`src/common/ram_pointer_regs.svh`:
```
// constants for the ram pointer transfer unit
`ifndef RAM_POINTER_REGS_SVH
`define RAM_POINTER_REGS_SVH
`define RPT_NIB_W      4
`define RPT_Z_W        2
`define RPT_D_W        3
`define RPT_SP_W       3
`define RPT_ADDR_W     10
`define RPT_Y_INC_WRAP 4'h0
`define RPT_Y_DEC_WRAP 4'hf
`define RPT_NIB_ONE    4'h1
`define RPT_NIB_ZERO   4'h0
`define RPT_Z_ZERO     2'h0
`endif

```
`src/common/ram_pointer_pkg.sv`:
```
// types for the ram pointer transfer unit
package ram_pointer_pkg;
  typedef enum logic [3:0] {
    OP_D_TO_ACC,
    OP_Z_TO_ACC,
    OP_X_TO_ACC,
    OP_SP_TO_ACC,
    OP_POINTER_PAIR_LOAD,
    OP_Z_LOAD,
    OP_Y_INC,
    OP_Y_DEC,
    OP_RAM_TO_ACC,
    OP_RAM_EXCHANGE,
    OP_RAM_EXCHANGE_DEC,
    OP_RAM_EXCHANGE_INC,
    OP_ACC_TO_RAM
  } op_t;

  typedef enum logic [0:0] {
    ST_IDLE,
    ST_RAM_WAIT
  } state_t;
endpackage

```
`src/core/ram_nibble_mem.sv`:
```
// nibble memory with registered read data
module ram_nibble_mem #(
  parameter int ADDR_W = 10,
  parameter int DATA_W = 4
) (
  // clock
  input  wire logic              clk_sys_i,
  // write port
  input  wire logic              wr_en_i,
  input  wire logic [ADDR_W-1:0] wr_addr_i,
  input  wire logic [DATA_W-1:0] wr_data_i,
  // read port
  input  wire logic [ADDR_W-1:0] rd_addr_i,
  output logic      [DATA_W-1:0] rd_data_o
);
  logic [DATA_W-1:0] mem_reg [0:(1<<ADDR_W)-1];

  always_ff @(posedge clk_sys_i)
  begin
    if (wr_en_i)
    begin
      mem_reg[wr_addr_i] <= wr_data_i;
    end
    rd_data_o <= mem_reg[rd_addr_i];
  end
endmodule // ram_nibble_mem

```
`src/core/ram_pointer_transfer_ops.sv`:
```
// register transfer and ram addressing execution unit
//
// Behaviour
// - D copied into accumulator bits 2..0
// - Z copied into accumulator bits 1..0
// - X copied into whole accumulator
// - return stack index into accumulator bits 2..0
// - pointer pair load writes X and Y
// - consecutive pointer pair loads: only first executes
// - Z load writes immediate into Z
// - Y increment, skip next when Y becomes 0
// - Y decrement, skip next when Y becomes 15
// - ram to accumulator, then X xor j
// - exchange accumulator with ram, then X xor j
// - exchange, X xor j, decrement Y, skip on 15
// - exchange, X xor j, increment Y, skip on 0
// - accumulator to ram, then X xor j
`include "ram_pointer_regs.svh"
module ram_pointer_transfer_ops
  import ram_pointer_pkg::*;
(
  // clock and reset
  input  wire logic                    clk_sys_i,
  input  wire logic                    rst_n_i,
  // decoded instruction
  input  wire logic                    op_valid_i,
  input  wire op_t                     op_i,
  input  wire logic [`RPT_NIB_W-1:0]   imm_a_i,
  input  wire logic [`RPT_NIB_W-1:0]   imm_b_i,
  // core registers read by transfers
  input  wire logic [`RPT_D_W-1:0]     d_i,
  input  wire logic [`RPT_SP_W-1:0]    return_stack_index_i,
  // state
  output logic                         busy_o,
  output logic                         skip_o,
  output logic [`RPT_NIB_W-1:0]        acc_o,
  output logic [`RPT_NIB_W-1:0]        x_o,
  output logic [`RPT_NIB_W-1:0]        y_o,
  output logic [`RPT_Z_W-1:0]          z_o
);
  // ***************************************************************
  // state
  // ***************************************************************
  state_t                  state_reg, state_next;
  op_t                     op_reg, op_next;
  logic [`RPT_NIB_W-1:0]   acc_reg, acc_next;
  logic [`RPT_NIB_W-1:0]   x_reg, x_next;
  logic [`RPT_NIB_W-1:0]   y_reg, y_next;
  logic [`RPT_Z_W-1:0]     z_reg, z_next;
  logic [`RPT_NIB_W-1:0]   j_reg, j_next;
  logic [`RPT_ADDR_W-1:0]  addr_reg, addr_next;
  logic                    skip_reg, skip_next;
  logic                    last_load_reg, last_load_next;
  logic                    busy_reg, busy_next;
  logic                    take;
  logic                    do_skip;
  logic                    exec;
  logic                    wr_en;
  logic [`RPT_NIB_W-1:0]   ram_rd;
  logic [`RPT_ADDR_W-1:0]  ram_data_pointer;

  assign ram_data_pointer = {z_reg, x_reg, y_reg};
  assign take    = op_valid_i && (state_reg == ST_IDLE);
  assign do_skip = skip_reg || (op_i == OP_POINTER_PAIR_LOAD && last_load_reg);
  assign exec    = take && !do_skip;

  // ***************************************************************
  // addressed ram nibble storage
  // ***************************************************************
  ram_nibble_mem #(
    .ADDR_W (`RPT_ADDR_W),
    .DATA_W (`RPT_NIB_W)
  ) u_mem (
    .clk_sys_i (clk_sys_i),
    .wr_en_i   (wr_en),
    .wr_addr_i (addr_reg),
    .wr_data_i (acc_reg),
    .rd_addr_i (ram_data_pointer),
    .rd_data_o (ram_rd)
  );

  // ***************************************************************
  // next state
  // ***************************************************************
  always_comb
  begin
    state_next     = state_reg;
    op_next        = op_reg;
    acc_next       = acc_reg;
    x_next         = x_reg;
    y_next         = y_reg;
    z_next         = z_reg;
    j_next         = j_reg;
    addr_next      = addr_reg;
    skip_next      = skip_reg;
    last_load_next = last_load_reg;
    wr_en          = 1'b0;
    if (take)
    begin
      skip_next      = 1'b0;
      last_load_next = (op_i == OP_POINTER_PAIR_LOAD);
    end
    if (exec)
    begin
      case (op_i)
        OP_D_TO_ACC:          acc_next[`RPT_D_W-1:0] = d_i;
        OP_Z_TO_ACC:          acc_next[`RPT_Z_W-1:0] = z_reg;
        OP_X_TO_ACC:          acc_next = x_reg;
        OP_SP_TO_ACC:         acc_next[`RPT_SP_W-1:0] = return_stack_index_i;
        OP_POINTER_PAIR_LOAD:
        begin
          x_next = imm_a_i;
          y_next = imm_b_i;
        end
        OP_Z_LOAD:            z_next = imm_a_i[`RPT_Z_W-1:0];
        OP_Y_INC:
        begin
          y_next    = y_reg + `RPT_NIB_ONE;
          skip_next = (y_next == `RPT_Y_INC_WRAP);
        end
        OP_Y_DEC:
        begin
          y_next    = y_reg - `RPT_NIB_ONE;
          skip_next = (y_next == `RPT_Y_DEC_WRAP);
        end
        default:
        begin
          // ram operations finish once the read data is registered
          state_next = ST_RAM_WAIT;
          op_next    = op_i;
          j_next     = imm_a_i;
          addr_next  = ram_data_pointer;
        end
      endcase
    end
    if (state_reg == ST_RAM_WAIT)
    begin
      state_next = ST_IDLE;
      x_next     = x_reg ^ j_reg;
      case (op_reg)
        OP_RAM_TO_ACC:        acc_next = ram_rd;
        OP_ACC_TO_RAM:        wr_en = 1'b1;
        OP_RAM_EXCHANGE:
        begin
          acc_next = ram_rd;
          wr_en    = 1'b1;
        end
        OP_RAM_EXCHANGE_DEC:
        begin
          acc_next  = ram_rd;
          wr_en     = 1'b1;
          y_next    = y_reg - `RPT_NIB_ONE;
          skip_next = (y_next == `RPT_Y_DEC_WRAP);
        end
        OP_RAM_EXCHANGE_INC:
        begin
          acc_next  = ram_rd;
          wr_en     = 1'b1;
          y_next    = y_reg + `RPT_NIB_ONE;
          skip_next = (y_next == `RPT_Y_INC_WRAP);
        end
        default:              x_next = x_reg;
      endcase
    end
    busy_next = (state_next != ST_IDLE);
  end

  // ***************************************************************
  // registers
  // ***************************************************************
  always_ff @(posedge clk_sys_i or negedge rst_n_i)
  begin
    if (!rst_n_i)
    begin
      state_reg     <= ST_IDLE;
      op_reg        <= OP_D_TO_ACC;
      acc_reg       <= `RPT_NIB_ZERO;
      x_reg         <= `RPT_NIB_ZERO;
      y_reg         <= `RPT_NIB_ZERO;
      z_reg         <= `RPT_Z_ZERO;
      j_reg         <= `RPT_NIB_ZERO;
      addr_reg      <= '0;
      skip_reg      <= 1'b0;
      last_load_reg <= 1'b0;
      busy_reg      <= 1'b0;
    end
    else
    begin
      state_reg     <= state_next;
      op_reg        <= op_next;
      acc_reg       <= acc_next;
      x_reg         <= x_next;
      y_reg         <= y_next;
      z_reg         <= z_next;
      j_reg         <= j_next;
      addr_reg      <= addr_next;
      skip_reg      <= skip_next;
      last_load_reg <= last_load_next;
      busy_reg      <= busy_next;
    end
  end

  assign busy_o = busy_reg;
  assign skip_o = skip_reg;
  assign acc_o  = acc_reg;
  assign x_o    = x_reg;
  assign y_o    = y_reg;
  assign z_o    = z_reg;
endmodule // ram_pointer_transfer_ops

```
`config.mk`:
```
export PLATFORM = sky130hd
export DESIGN_NAME = ram_pointer_transfer_ops
export DESIGN_NICKNAME = d
export VERILOG_FILES = /design/src/common/ram_pointer_pkg.sv /design/src/core/ram_nibble_mem.sv /design/src/core/ram_pointer_transfer_ops.sv
export VERILOG_INCLUDE_DIRS = /design/src /design/src/common
export SDC_FILE = /design/constraint.sdc
export NUM_CORES = 2
export LEC_CHECK = 0
export BUFFER_PORTS_ARGS = -buffer_cell sky130_fd_sc_hd__buf_2
export CAP_MARGIN = 40
export CORE_UTILIZATION = 50
export CTS_CLUSTER_DIAMETER = 40
export CTS_CLUSTER_SIZE = 12
export DETAILED_ROUTE_END_ITERATION = 8
export PLACE_DENSITY_LB_ADDON = 0.12
export RECOVER_POWER = 50
export SLEW_MARGIN = 30
export SYNTH_ARGS = -nofsm -noshare
export SYNTH_HDL_FRONTEND = slang
export SYNTH_SLANG_ARGS = --single-unit
```
`constraint.sdc`:
```
create_clock -name clk_sys_i -period 15.8 [get_ports clk_sys_i]
set_input_delay 2.37 -clock clk_sys_i [delete_from_list [all_inputs] [get_ports clk_sys_i]]
set_output_delay 2.37 -clock clk_sys_i [all_outputs]
set_load 0.01 [all_outputs]
```
==> impl_metrics.tcl <==
set metrics [dict create \
    fin_crit_sh_pct 64.4 \
    hpwlAfterDp_mm 296 \
    cts_resized 0 \
    grt_overflow 0 \
    drive_gt1_share_pct 21.5 \
    clock_path_buffers 4 \
    ys.flop_type "edfxtp_1" \
    yosys_warnings 0 \
    critical-path-top-delay-family "buffers and inverters" \
    core-area_mm2 0.328 \
    async_flop_share_pct 0.846 \
    cp-end-kind "flop" \
    ant_nets 0 \
    grt_use_total_pct 30.4 \
    clkLatencyLatePin_ns 1.04 \
    ys_ff_latch 4135 \
    setup_viol 0 \
    rows 210 \
    synth_commonest_cells "edfxtp_1 (4096), nor2_1 (1120), mux4_2 (735)" \
    critPathMaxStageDelay_ns 2.38 \
    post_drt_wl_per_cell_um 37.0 \
    final_area_mm2 0.188 \
    p_leak_nw 60.1 \
    gp_congestion 0.859 \
    rsz0062_at_grt "no" \
    max-slew-margin-rel_pct -227 \
    cts_setup_buffers 0 \
    clkPwrFrac_pct 33.2 \
    first_global_vias 89000 \
    dieArea_mm2 0.333 \
    clock_sinks 4135 \
    cp_slowest_cell "clkbuf_1" \
    syn_area_mm2 0.165 \
    hp-class "reg -> reg" \
    crit_required_ns 16.63 \
    combPwrFrac_pct 28.9 \
    drt-total-wl_mm 508 \
    synth-edff-count 4096 \
    grt_max_degree 218 \
    yosysUniqueCellTypes 80 \
    p_switching_mw 12.4 \
    ys_top_cells_by_area "edfxtp_1 (74%), mux4_2 (10%), mux2i_1 (3.7%)" \
    seqPwrFrac_pct 37.9 \
    seq_area_frac_synth_pct 75.0 \
    startpoint_type "flop" \
    path_max_fanout 182 \
    finalClockSkew_ns 0.0464 \
    setup-tns-final_ns 0 \
    cp.arrival_ns 11.01 \
    clockRootBuffer "clkbuf_16" \
    yosysMostFrequentCell "edfxtp_1" \
    area_growth_pct 14.0 \
    p_per_area_mw_per_mm2 196 \
    path_cells "clkbuf_1 -> clkbuf_1 -> clkbuf_1 -> clkbuf_1 -> buf_12 -> buf_4 -> buf_12" \
    path_buf_inv 7 \
    grt_pass1_wl_mm 706 \
    cts_inserted_buffers 546 \
    stdcell_count 13700 \
    viasPerCell 6.58 \
    syn-num-nets 8692 \
    largest_reg_flops 4096 \
    start_util_pct 50.4 \
    clk_pin_slew_ns 0.06 \
    drcViolationCount 0 \
    report.final.slew_viol_count 2459 \
    io_buffers 36 \
    swShare_pct 33.6 \
    first_pass_iters 8 \
    cts_max_level 6 \
    vias 90300 \
    syn_inst 8667 \
    dpl_cell_area_mm2 0.170 \
    die_w_um 577 \
    die_h_um 577 \
    drv_cap 54 \
    yosys.area.top_type "edfxtp_1" \
    place_inst 12700 \
    synth_top_area_share_pct 74.4 \
    fin_util_pct 57.4 \
    p_int_mw 24.6 \
    ctsHoldBuffers 0 \
    cts_tree "yes" \
    critPathKind "reg -> reg" \
    crit_top_cell "clkbuf_1" \
    fmax_ghz 0.0983 \
    hold_viol 0 \
    violations "max-capacitance violations, max-slew violations" \
    io_pins 37 \
    ir_drop_uv 171 \
    drt_iter0_drc 12600 \
    syn_avg_cell_area_um2 19.1 \
    post-route-min-period_ns 10.18 \
    antenna_found_initial 38 \
    outcome "finished with violations" \
    finish.net_count 8951 \
    worst_slew_pin_slew_ns 4.90 \
]
[cell type report]
class	count	area, µm²
inverters	8	45.0
flip-flops and latches	4135	124000
clock inverters	354	3660
multi-input cells	3891	37700
clock buffers	629	14400
fillers	24200	140000
repair buffers	344	3070
well taps	4346	5440
diodes	13	32.5
[kinds of logic (layout without fill, tap and decap cells)]
family                     Yosys count  in the layout  synth area share, %
adders and majority gates            4              4               0.0303
muxes                             1437           1437                 14.9
DFF                               4135           4135                 75.0
xor gates and xnor gates             6              6               0.0318
AOI/OAI and AO/OA                  880            880                 3.74
other                                0             13                    0
and+or+nand+nor                   1564           1564                 3.89
buffers and inverters              641           1335                 2.45
[worst reg2reg max path, cell delays in order, from the launching register on]
cell and delay, ns:
dfrtp_1 1.44, clkbuf_1 0.70, clkbuf_1 2.38, clkbuf_1 1.59, clkbuf_1 2.15, buf_12 0.65, buf_4 0.70, buf_12 0.34
[power groups by stage]
| stage | sequential (mW) | combinational, mW | clock [mW] |
|---|---|---|---|
| floorplan | 16.3 | 5.54 | 0 |
| detailed placement | 14.1 | 10.6 | 0 |
| global route | 14.0 | 11.0 | 12.8 |
| CTS | 13.9 | 10.6 | 12.4 |
| global placement | 14.1 | 10.3 | 0 |
| finish | 14.0 | 10.7 | 12.3 |
[cell usage in the layout, fill, tap and decap left out, types with 20 or more instances in the layout]
| cell | Yosys | layout |
|---|---|---|
| edfxtp_1 | 4096 | 4096 |
| nor2_1 | 1120 | 1107 |
| mux4_2 | 735 | 735 |
| mux2i_1 | 606 | 606 |
| clkbuf_16 | 0 | 566 |
| o221ai_1 | 206 | 205 |
| buf_4 | 33 | 183 |
| a21oi_1 | 167 | 167 |
| nand2_1 | 181 | 165 |
| o22ai_1 | 158 | 158 |
| clkbuf_1 | 301 | 116 |
| o21ai_0 | 92 | 89 |
| clkinv_2 | 0 | 74 |
| clkinv_1 | 0 | 67 |
| mux4_1 | 58 | 58 |
| nand3_1 | 56 | 56 |
| bufinv_16 | 0 | 55 |
| clkinvlp_4 | 0 | 55 |
| nor3_1 | 60 | 52 |
| inv_6 | 0 | 51 |
| clkinv_4 | 0 | 44 |
| a22oi_1 | 41 | 41 |
| buf_2 | 122 | 40 |
| mux2_2 | 38 | 38 |
| buf_12 | 21 | 30 |
| a31oi_1 | 28 | 28 |
| dfrtp_1 | 35 | 26 |
| and2_1 | 22 | 22 |
| nand4_1 | 22 | 22 |
| nand2b_1 | 26 | 20 |
[stage by stage]
| stage | hold WS (ns) | power (mW) | setup slack, ns |
|---|---|---|---|
| floorplan | 0.410 | 21.9 | 1.28 |
| global placement | 0.452 | 24.4 | 9.49 |
| detailed placement | 0.456 | 24.7 | 9.54 |
| CTS | 0.469 | 36.9 | 8.55 |
| global route | 0.493 | 37.9 | 5.15 |
| finish | 0.470 | 37.0 | 5.62 |
[routing by layer]
layer  vias up  wire length [µm]  GRT usage [%]
li1      36000                 -              -
met4        20             22400           12.0
met3      1007             55700           7.10
met5         -               138          0.215
met1     47700            197000           42.7
met2      5512            232000           46.4
[final timing paths]
kind	start	endpoint	slack [ns]	depth (start not counted)
setup / recovery	acc_o[3]	u_mem.mem_reg[6][3]	5.62	7
hold / removal	op_reg[3]	op_reg[3]	0.47	1
setup reg to reg	acc_o[3]	u_mem.mem_reg[6][3]	5.62	7
hold reg to reg	op_reg[3]	op_reg[3]	0.47	1
max in group asynchronous	rst_n_i	y_o[0]	11.87	1
min in group asynchronous	rst_n_i	y_o[2]	2.13	1
(Power assumes the default switching activity.)
